$ cat src/hdl/psb_pkg.sv
package psb_pkg;

  // Reset pulse figures; the minimum length is not printed, so this is a plain default.
  localparam int RESET_MIN_NS = 10000;
  localparam int CLK_PERIOD_NS = 100;
  localparam int RESET_MIN_CYC = (RESET_MIN_NS + CLK_PERIOD_NS - 1) / CLK_PERIOD_NS;
  localparam int RESET_CNT_W = 16;
  localparam int RESET_EXEC_NS = 2000;
  localparam int RESET_EXEC_CYC = RESET_EXEC_NS / CLK_PERIOD_NS;

  localparam logic INPUT_PULL_LEVEL = 1'b1;
  localparam logic MODE_TXOFF_DEFAULT = 1'b0;
  localparam logic MODE_LOS_DEFAULT = 1'b0;
  localparam int FLAG_W = 8;

  typedef enum logic [1:0] {
    PSB_RUN = 2'b00,
    PSB_HELD = 2'b01,
    PSB_EXEC = 2'b10
  } psb_state_type;

  // Management-side requests carried as one bundle.
  typedef struct packed {
    logic set_txoff_mode;
    logic set_los_mode;
    logic [FLAG_W-1:0] flag_events;
    logic [FLAG_W-1:0] flag_read;
  } psb_mgmt_req_type;

  typedef struct packed {
    logic low_power_request;
    logic transmit_disable;
    logic reset_executing;
    logic select_active;
  } psb_status_type;

endpackage : psb_pkg

$ cat src/hdl/psb_sync.sv
`timescale 1ns/1ps
module psb_sync (
  input wire logic sys_clk,
  input wire logic reset,
  input wire logic din,
  output logic dout
);
  import psb_pkg::*;

  logic stage1_r;
  logic stage2_r;

  // Resets to the pulled level so an idle pin looks undriven.
  always_ff @(posedge sys_clk) begin
    if (reset) begin
      stage1_r <= INPUT_PULL_LEVEL;
      stage2_r <= INPUT_PULL_LEVEL;
    end else begin
      stage1_r <= din;
      stage2_r <= stage1_r;
    end
  end

  assign dout = stage2_r;

endmodule : psb_sync

$ cat src/hdl/psb_sideband.sv
`timescale 1ns/1ps
module psb_sideband (
  input wire logic sys_clk,
  input wire logic reset,
  input wire logic module_select_n,
  input wire logic module_select_n_oe,
  input wire logic module_reset_n,
  input wire logic module_reset_n_oe,
  input wire logic lowpower_txoff_pin,
  input wire logic lowpower_txoff_pin_oe,
  input wire logic rx_signal_loss,
  input wire psb_pkg::psb_mgmt_req_type mgmt_req,
  output logic twi_enable,
  output logic module_present_n_out,
  output logic module_present_n_oe,
  output logic irq_or_los_pin_out,
  output logic irq_or_los_pin_oe,
  output psb_pkg::psb_status_type status,
  output logic [psb_pkg::FLAG_W-1:0] flags
);
  import psb_pkg::*;

  // Undriven pins resolve to the internal pull-up level.
  wire sel_raw = module_select_n_oe ? module_select_n : INPUT_PULL_LEVEL;
  wire rst_raw = module_reset_n_oe ? module_reset_n : INPUT_PULL_LEVEL;
  wire dm_raw = lowpower_txoff_pin_oe ? lowpower_txoff_pin : INPUT_PULL_LEVEL;

  logic sel_s;
  logic rst_s;
  logic dm_s;

  psb_sync u_sync_sel (.sys_clk(sys_clk), .reset(reset), .din(sel_raw), .dout(sel_s));
  psb_sync u_sync_rst (.sys_clk(sys_clk), .reset(reset), .din(rst_raw), .dout(rst_s));
  psb_sync u_sync_dm (.sys_clk(sys_clk), .reset(reset), .din(dm_raw), .dout(dm_s));

  psb_state_type state_r;
  psb_state_type state_nxt;
  logic [RESET_CNT_W-1:0] cnt_r;
  logic [RESET_CNT_W-1:0] cnt_nxt;
  logic txoff_mode_r;
  logic los_mode_r;
  logic [FLAG_W-1:0] flags_r;
  logic twi_enable_r;
  logic irq_oe_r;
  logic present_oe_r;
  psb_status_type status_r;

  wire pulse_long = (cnt_r >= RESET_CNT_W'(RESET_MIN_CYC));
  wire exec_done = (cnt_r >= RESET_CNT_W'(RESET_EXEC_CYC));
  wire executing = (state_r == PSB_EXEC);
  // A pulse shorter than the minimum is ignored and the module keeps running.
  wire full_reset = (state_r == PSB_HELD) && rst_s && pulse_long;
  wire defaults = reset || full_reset;

  always_comb begin
    state_nxt = state_r;
    cnt_nxt = cnt_r;
    case (state_r)
      PSB_RUN: begin
        cnt_nxt = '0;
        if (!rst_s) begin
          state_nxt = PSB_HELD;
        end
      end
      PSB_HELD: begin
        if (rst_s) begin
          state_nxt = pulse_long ? PSB_EXEC : PSB_RUN;
          cnt_nxt = '0;
        end else if (!pulse_long) begin
          cnt_nxt = cnt_r + RESET_CNT_W'(1);
        end
      end
      PSB_EXEC: begin
        cnt_nxt = cnt_r + RESET_CNT_W'(1);
        if (exec_done) begin
          state_nxt = PSB_RUN;
          cnt_nxt = '0;
        end
      end
      default: begin
        state_nxt = PSB_RUN;
        cnt_nxt = '0;
      end
    endcase
  end

  // Mode changes are refused while the reset is executing or held long.
  wire reset_busy = executing || (state_r == PSB_HELD && pulse_long);
  wire txoff_mode_nxt = defaults ? MODE_TXOFF_DEFAULT
    : ((mgmt_req.set_txoff_mode && !reset_busy) ? 1'b1 : txoff_mode_r);
  wire los_mode_nxt = defaults ? MODE_LOS_DEFAULT
    : ((mgmt_req.set_los_mode && !reset_busy) ? 1'b1 : los_mode_r);

  // A new event wins over a read-clear in the same cycle.
  wire [FLAG_W-1:0] flags_nxt = defaults ? '0
    : ((flags_r & ~mgmt_req.flag_read) | mgmt_req.flag_events);

  wire irq_assert = |flags_nxt;
  // With no flags set the interrupt mode drives released, while the loss mode still follows rx_signal_loss.
  wire los_assert = rx_signal_loss;
  wire pin_low_nxt = los_mode_nxt ? los_assert : irq_assert;

  // Active-high dual-mode input is steered by the current mode.
  wire dm_active = dm_s;
  psb_status_type status_nxt;
  assign status_nxt.low_power_request = dm_active && !txoff_mode_nxt;
  assign status_nxt.transmit_disable = dm_active && txoff_mode_nxt;
  assign status_nxt.reset_executing = (state_nxt == PSB_EXEC);
  assign status_nxt.select_active = !sel_s;

  // The two-wire slave is gated off while deselected or while a reset is executing.
  wire twi_enable_nxt = !sel_s && (state_nxt != PSB_EXEC);

  always_ff @(posedge sys_clk) begin
    if (reset) begin
      state_r <= PSB_RUN;
      cnt_r <= '0;
    end else begin
      state_r <= state_nxt;
      cnt_r <= cnt_nxt;
    end
  end

  always_ff @(posedge sys_clk) begin
    txoff_mode_r <= txoff_mode_nxt;
    los_mode_r <= los_mode_nxt;
    flags_r <= flags_nxt;
  end

  always_ff @(posedge sys_clk) begin
    if (reset) begin
      twi_enable_r <= 1'b0;
      irq_oe_r <= 1'b0;
      present_oe_r <= 1'b0;
      status_r <= '0;
    end else begin
      twi_enable_r <= twi_enable_nxt;
      irq_oe_r <= pin_low_nxt;
      present_oe_r <= 1'b1;
      status_r <= status_nxt;
    end
  end

  assign twi_enable = twi_enable_r;
  assign module_present_n_out = 1'b0;
  assign module_present_n_oe = present_oe_r;
  assign irq_or_los_pin_out = 1'b0;
  assign irq_or_los_pin_oe = irq_oe_r;
  assign status = status_r;
  assign flags = flags_r;

endmodule : psb_sideband

$ cat config.mk
export PLATFORM = sky130hd
export DESIGN_NAME = psb_sideband
export DESIGN_NICKNAME = d
export VERILOG_FILES = /design/src/hdl/psb_pkg.sv /design/src/hdl/psb_sync.sv /design/src/hdl/psb_sideband.sv
export SDC_FILE = /design/constraint.sdc
export NUM_CORES = 1
export LEC_CHECK = 0
export BUFFER_PORTS_ARGS = -buffer_cell sky130_fd_sc_hd__buf_2
export CORE_MARGIN = 2
export CORE_UTILIZATION = 50
export DETAILED_ROUTE_END_ITERATION = 8
export PLACE_DENSITY = 0.86
export SLEW_MARGIN = 20
export SYNTH_ARGS = -nofsm -noshare
export SYNTH_HDL_FRONTEND = slang
export SYNTH_SLANG_ARGS = --single-unit
$ cat constraint.sdc
create_clock -name sys_clk -period 5.9 [get_ports sys_clk]
set_clock_uncertainty 0.15 [all_clocks]
set_input_delay 1.18 -clock sys_clk [delete_from_list [all_inputs] [get_ports sys_clk]]
set_output_delay 1.18 -clock sys_clk [all_outputs]
set_load 0.01 [all_outputs]
==> impl_metrics.tcl, run 1 <==
set metrics [dict create \
    yosysWarnings 0 \
    syn_inst 189 \
    cts_resized 0 \
    cp-end-kind "flip-flop" \
    post_drt_wl_per_cell_um 10.9 \
    slew_headroom 0.410 \
    layout_common_cells "dfxtp_1 (41), buf_2 (41), a21oi_1 (26)" \
    pwr-share-clk 0.285 \
    die_area_um2 3850 \
    synthTopCellsByArea "dfxtp_1 (49%), a21oi_1 (7.7%), nor2_1 (5.6%)" \
    place_inst 271 \
    worstPathRequired_ns 5.93 \
    clkSinkCount 41 \
    cts-root-buf "clkbuf_4" \
    stdcell_count 279 \
    num_vias 1431 \
    grt_overflow 0 \
    whs_ns 0.256 \
    period_needed_ns 2.35 \
    clk_latency_ns 0.34 \
    core_um2 3280 \
    die_w_um 62.1 \
    p_leak_uw 0.000836 \
    synth_top_cell_area_share 0.487 \
    vias_per_cell 5.13 \
    cap_viol_max_count 0 \
    hold_viol 0 \
    holdBufCountCts 0 \
    port_buffers 41 \
    maxSlewViolCount 0 \
    htreeDepth 2 \
    sequentialPowerShare 0.639 \
    worstSetupPathType "reg2reg" \
    ant_nets 0 \
    grtUsageTotal 0.171 \
    routed_wl_um 3040 \
    synth_flop_cell "dfxtp_1" \
    synth_edf_count 0 \
    startpoint_type "flip-flop" \
    grt_pass1_vias 1165 \
    syn_avg_cell_area_um2 8.92 \
    io_pins 44 \
    worst_pin_slew_ns 0.882 \
    grt_max_degree 14 \
    grt_pass1_wl_um 4750 \
    gp_congestion 0.820 \
    rsz0062_at_grt "false" \
    mappedNetlistArea_um2 1690 \
    numCtsBuffers 5 \
    synth_area_leader_cell "dfxtp_1" \
    grt_antenna_before_repair 0 \
    switchingPower_uw 104 \
    ys_types 39 \
    drive_gt1_frac 0.236 \
    ys_ff_latch 41 \
    cts_tree "yes" \
    drt-initial-drc-count 50 \
    async_flop_share 0 \
    worstPathArrival_ns 2.38 \
    swShare 0.231 \
    clkSlewWorstSetupHoldPaths_ns 0.11 \
    hp-class "reg2reg" \
    irDropWorstVdd_mv 0.144 \
    syn2layout_area_growth_pct 16.9 \
    row_count 21 \
    crit_fanout 12 \
    postCtsSetupRepairBufs 0 \
    nets 265 \
    setup_viol 0 \
    dp_hpwl_um 2250 \
    initial_core_util 0.513 \
    combPwrFrac 0.076 \
    setup_tns_ns 0 \
    route.detailed.drc 0 \
    dr.pass1.iters 4 \
    clock_path_buffers 2 \
    clock.fmax_mhz 426 \
    die_h_um 62.1 \
    intPower_uw 347 \
    ys_seq_area_frac 0.487 \
    diodes 0 \
    p_per_area_nw_per_um2 229 \
    min_period_over_period 0.398 \
    status "finished, final reports clean" \
]
[synthesized netlist by cell type (all sizes together), types with 3 or more instances]
cell / count
dfxtp: 41
a21oi: 26
nor2: 25
inv: 19
nand2: 8
nand3: 8
ha: 6
nand4: 6
a31oi: 4
buf: 4
or2: 4
and3: 3
and4: 3
nor3: 3
o21ai: 3
[final timing paths]
check	startpoint	endpoint	slack (ns)	cells after the start
min	u_sync_sel.dout	status[0]	0.26	1
max	cnt_r[7]	cnt_r[7]	3.55	5
min reg2reg	u_sync_sel.dout	status[0]	0.26	1
max reg2reg	cnt_r[7]	cnt_r[7]	3.55	5
[flip-flops by register name (all words and copies together) (netlist names)]
| register | cells |
|---|---|
| flags | 8 |
| u_sync_rst.stage1_r | 1 |
| u_sync_rst.dout | 1 |
| u_sync_dm.dout | 1 |
| cnt_r | 16 |
| u_sync_sel.stage1_r | 1 |
| module_present_n_oe | 1 |
| status | 4 |
| state_r | 2 |
| u_sync_sel.dout | 1 |
| irq_or_los_pin_oe | 1 |
| txoff_mode_r | 1 |
| los_mode_r | 1 |
| u_sync_dm.stage1_r | 1 |
| twi_enable | 1 |
[layer usage]
layer | global-route usage | routed length, um
met5 | 0 | 0
met2 | 0.283 | 1410
met1 | 0.195 | 1390
met3 | 0.0455 | 175
met4 | 0.103 | 59
[cell type report]
class | count | area [um^2]
well taps | 46 | 57.6
multi-input cells | 123 | 761
clock inverters | 2 | 10.0
fillers | 289 | 1310
inverters | 20 | 75.1
flip-flops and latches | 41 | 821
repair buffers | 41 | 205
clock buffers | 6 | 41.3
[critical path, stage by stage (launching register included)]
cell      delay [ns]
dfxtp_1         0.33
nor3_1          0.43
nand4_4         0.22
and2_1          0.24
o211ai_1        0.72
a21oi_1         0.10
[cell families after synthesis]
group                    count (synthesis)  share of synthesized area
AO/OA/AOI/OAI                           44                      0.168
XOR/XNOR                                 2                     0.0104
adder cells (fa/ha/maj)                  6                     0.0445
buffers and inverters                   26                     0.0638
flip-flops                              41                      0.487
other                                    1                    0.00223
AND/OR/NAND/NOR                         69                      0.224
[per-stage QoR]
stage / total power (uW) / setup WS, ns / utilization / cell area, um^2
3_5_place_dp: 329 / 3.36 / 0.584 / 1920
3_3_place_gp: 328 / 3.43 / 0.584 / 1920
5_1_grt: 477 / 3.31 / 0.600 / 1970
4_1_cts: 457 / 3.53 / 0.600 / 1970
2_1_floorplan: 314 / 3.91 / - / 1690
6_report: 451 / 3.55 / 0.600 / 1970
[power groups by stage]
stage          logic (uW)  registers [uW]  clock network [uW]
2_1_floorplan        16.3             297                   0
3_3_place_gp         34.0             294                   0
3_5_place_dp         34.6             295                   0
4_1_cts              34.8             288                 134
5_1_grt              40.0             290                 147
6_report             34.4             288                 128
Power figures use the tool's default switching activity.
==> inputs of run 2 (changes only) <==
- clock period: 5.9 -> 2.4 ns (I/O delays scaled with it)
==> run 2 against run 1 <==
Compared with the run above:
- sequential power increased by 150%
- global-route usage increased by 1.2 points
- critical path type unchanged
- routed wire length increased by 2.0%
- final cell count grew 1.1%
- sequential cell count stayed put
- critical path depth is the same
- fmax increased by 14%
- register-to-register slack lost 3.2 ns
==> impl_metrics.tcl, run 2 (synthesis results as in run 1) <==
set metrics [dict create \
    layout_common_cells "dfxtp_1 (41), buf_2 (41), a21oi_1 (26)" \
    clock_path_buffers 2 \
    row_count 21 \
    die_w_um 62.1 \
    core_um2 3280 \
    top_usage_layer "met2" \
    worstSetupPathType "reg2reg" \
    holdBufCountCts 0 \
    htreeDepth 2 \
    largest_reg_flops 16 \
    dp_slack_ns 0.119 \
    numCtsBuffers 5 \
    clkSinkCount 41 \
    die_h_um 62.1 \
    whs_ns 0.161 \
    clk_latency_ns 0.34 \
    p_per_area_nw_per_um2 613 \
    hold_viol 0 \
    port_buffers 41 \
    postCtsSetupRepairBufs 0 \
    worstPathRequired_ns 2.51 \
    clkSlewWorstSetupHoldPaths_ns 0.11 \
    status "finished, final reports clean" \
    syn2layout_area_growth_pct 20.3 \
    io_pins 44 \
    setup_tns_ns 0 \
    num_vias 1427 \
    diodes 0 \
    r2r_setup_slack_ns 0.34 \
    die_area_um2 3850 \
    hp-class "in2reg" \
    drive_gt1_frac 0.246 \
    nets 268 \
    cp_slowest_cell "nor3_1" \
    cts_tree "yes" \
    worst_pin_slew_ns 0.527 \
    met1_usage 0.202 \
    grt_max_degree 14 \
    grt_overflow 0 \
    grt_pass1_vias 1352 \
    dr.pass1.iters 4 \
    route.detailed.drc 0 \
    grt_antenna_before_repair 0 \
    clock.fmax_mhz 484 \
    stdcell_area_um2 2030 \
    setup_ws_ns 0.335 \
    maxSlewViolCount 0 \
    period_needed_ns 2.06 \
    rsz0062_at_grt "false" \
    cp-end-kind "flip-flop" \
    grt_pass1_wl_um 5140 \
    startpoint_type "flip-flop" \
    cap_viol_max_count 0 \
    setup_viol 0 \
    met3_usage 0.0642 \
    gp_congestion 0.941 \
    dp_hpwl_um 2300 \
    drt-initial-drc-count 82 \
    vias_per_cell 5.06 \
    crit_fanout 9 \
    slew_headroom 0.648 \
    regMostFlops "cnt_r" \
    initial_core_util 0.513 \
    slowest_delay_ns 0.38 \
    worstPathArrival_ns 2.18 \
    irDropWorstVdd_mv 0.328 \
    routed_wl_um 3100 \
    p_leak_uw 0.000863 \
    placed_cell_area_um2 1930 \
    min_period_over_period 0.860 \
    met2_usage 0.318 \
    cts-root-buf "clkbuf_4" \
    post_drt_wl_per_cell_um 11.0 \
    crit_chain "nor3_1 -> nand4_4 -> and3_1 -> or2_0 -> o31ai_2" \
    cts_resized 0 \
    fillers 287 \
    grtUsageTotal 0.183 \
    ant_nets 0 \
]
==> run 2: cell types whose count changed in the layout (fill, tap and decap cells not counted) <==
cell       change
bufinv_16      +1
buf_4          +3
clkbuf_8       +1
clkinv_2       -2
==> run 2: routing by layer <==
layer	part of all wire	wire length (um)
met3	0.075	231
met4	0.016	49
met1	0.46	1420
met5	0	0
met2	0.45	1400
==> run 2: final timing paths <==
| kind | start | end | depth (start not counted) |
|---|---|---|---|
| worst max-delay path | cnt_r[7] | irq_or_los_pin_oe | 5 |
| worst max register to register | cnt_r[7] | irq_or_los_pin_oe | 5 |
| worst min register to register | u_sync_sel.dout | status[0] | 1 |
| worst min-delay path | module_reset_n_oe | u_sync_rst.stage1_r | 2 |
==> run 2: cell type report <==
cell class,count,area (um^2),share of cell area
Sequential cell,41,821,0.405
Tap cell,46,57.6,0.0284
Clock buffer,7,55.1,0.0272
Timing Repair Buffer,44,228,0.112
Multi-Input combinational cell,123,761,0.375
Clock inverter,1,30.0,0.0148
Inverter,20,75.1,0.0370
==> run 2: where the power goes <==
group / switching [uW] / total [uW] / internal, uW / leakage (uW)
Sequential: 7.93 / 709 / 701 / 0.000336
Clock: 200 / 448 / 249 / 0.0000455
Combinational: 44.7 / 85.2 / 40.4 / 0.000482
Total: 252 / 1240 / 990 / 0.000863
==> run 2: stage by stage <==
| stage | util | power, uW | instances |
|---|---|---|---|
| after detailed placement | 0.587 | 810 | 272 |
| after global placement | 0.587 | 807 | 272 |
| after floorplan | - | 771 | 190 |
| final | 0.617 | 1240 | 282 |
| after global routing | 0.617 | 1310 | 282 |
| after CTS | 0.613 | 1260 | 280 |
==> run 2: worst max-delay path: cells and delay by family (launching register included) <==
| family | cells | cell delay (ns) |
|---|---|---|
| simple gates | 4 | 1.20 |
| flops | 1 | 0.34 |
| compound gates | 1 | 0.29 |
==> inputs of run 3 (changes only) <==
- CORE_UTILIZATION: 50 -> 44
- CTS_BUF_LIST: default -> sky130_fd_sc_hd__clkbuf_4
- PLACE_DENSITY: 0.86 -> 0.78
- SKIP_CTS_REPAIR_TIMING: default -> 1
==> run 3 against run 2 <==
Compared with the run above:
- clock-buffer cell count is 1 lower
- register-to-register slack worse by 0.12 ns
- fmax is 5.5% lower
- global-route usage is 3.7 points lower
- die area is 13% higher
- worst hold slack worse by 0.0031 ns
- largest power group unchanged
==> impl_metrics.tcl, run 3 (synthesis results as in run 1) <==
set metrics [dict create \
    die_h_um 65.9 \
    worstSetupPathType "reg2reg" \
    io_pins 44 \
    maxSlewViolCount 0 \
    min_period_over_period 0.910 \
    port_buffers 41 \
    stdcell_count 283 \
    cp-end-kind "flip-flop" \
    route.detailed.drc 0 \
    met2_usage 0.221 \
    core_um2 3660 \
    status "finished, final reports clean" \
    grt_max_degree 14 \
    worstPathRequired_ns 2.45 \
    clk_latency_ns 0.34 \
    cap_viol_max_count 0 \
    hp-class "in2reg" \
    place_inst 275 \
    drt-initial-drc-count 29 \
    hold_viol 0 \
    setup_tns_ns 0 \
    dr.pass1.iters 4 \
    syn2layout_area_growth_pct 19.6 \
    layout_common_cells "dfxtp_1 (41), buf_2 (41), a21oi_1 (26)" \
    worstPathArrival_ns 2.23 \
    die_w_um 65.9 \
    p_per_area_nw_per_um2 608 \
    slew_headroom 0.417 \
    clkSinkCount 41 \
    num_vias 1422 \
    cts-root-buf "clkbuf_4" \
    met3_usage 0.0426 \
    clock_path_buffers 2 \
    clock.fmax_mhz 458 \
    grt_pass1_vias 1200 \
    nets 267 \
    top_usage_layer "met2" \
    vias_per_cell 5.02 \
    drive_gt1_frac 0.243 \
    grt_antenna_before_repair 0 \
    numCtsBuffers 5 \
    cts_tree "yes" \
    grt_pass1_wl_um 4860 \
    startpoint_type "flip-flop" \
    met1_usage 0.183 \
    grt_overflow 0 \
    regMostFlops "cnt_r" \
    p_leak_uw 0.000858 \
    whs_ns 0.158 \
    post_drt_wl_per_cell_um 10.7 \
    utilization 0.551 \
    routed_wl_um 3040 \
    ant_nets 0 \
    die_area_um2 4340 \
    row_count 22 \
    grtUsageTotal 0.146 \
    gp_congestion 0.941 \
    period_needed_ns 2.18 \
    setup_viol 0 \
    initial_core_util 0.460 \
    crit_fanout 12 \
    htreeDepth 2 \
    clkSlewWorstSetupHoldPaths_ns 0.11 \
    dp_hpwl_um 2230 \
    largest_reg_flops 16 \
    setup_ws_ns 0.216 \
    irDropWorstVdd_mv 0.403 \
    dp_slack_ns 0.245 \
    fillers 334 \
    rsz0062_at_grt "false" \
    diodes 0 \
    worst_pin_slew_ns 0.871 \
]
==> run 3: path summary, 6_finish.rpt <==
| kind | start | end | slack (ns) | depth (start not counted) |
|---|---|---|---|---|
| setup / recovery | state_r[1] | cnt_r[9] | 0.22 | 6 |
| hold / removal | lowpower_txoff_pin_oe | u_sync_dm.stage1_r | 0.16 | 2 |
| setup reg to reg | state_r[1] | cnt_r[9] | 0.22 | 6 |
| hold reg to reg | u_sync_sel.dout | status[0] | 0.25 | 1 |
==> run 3: layout make-up <==
| cell class | count | area, um^2 | area share |
|---|---|---|---|
| Sequential cell | 41 | 821 | 0.407 |
| Clock buffer | 6 | 45.0 | 0.0223 |
| Clock inverter | 2 | 33.8 | 0.0168 |
| Tap cell | 48 | 60.1 | 0.0298 |
| Multi-Input combinational cell | 123 | 761 | 0.377 |
| Timing Repair Buffer | 43 | 220 | 0.109 |
| Inverter | 20 | 75.1 | 0.0372 |
==> run 3: per-layer routing <==
layer,vias up,share of wire
li1,740,-
met4,0,0.021
met1,631,0.48
met5,-,0
met3,6,0.074
met2,45,0.42
==> run 3: where the power goes <==
| part | leakage [uW] | switching (uW) | internal [uW] |
|---|---|---|---|
| Sequential | 0.000336 | 7.88 | 701 |
| Combinational | 0.000479 | 44.1 | 40.4 |
| Clock | 0.0000433 | 205 | 228 |
==> run 3: metrics by stage <==
step / power, uW / cell area [um^2]
after global routing: 1280 / 2020
after CTS: 1240 / 2020
after global placement: 807 / 1940
after detailed placement: 809 / 1940
final: 1230 / 2020
after floorplan: 771 / 1690
==> run 3: worst max-delay path, stage by stage, from the launching register on <==
cell and delay, ns:
dfxtp_1 0.39, inv_1 0.08, ha_1 0.23, nor2b_1 0.16, and2_1 0.21, o211ai_1 0.71
nor2_1 0.11
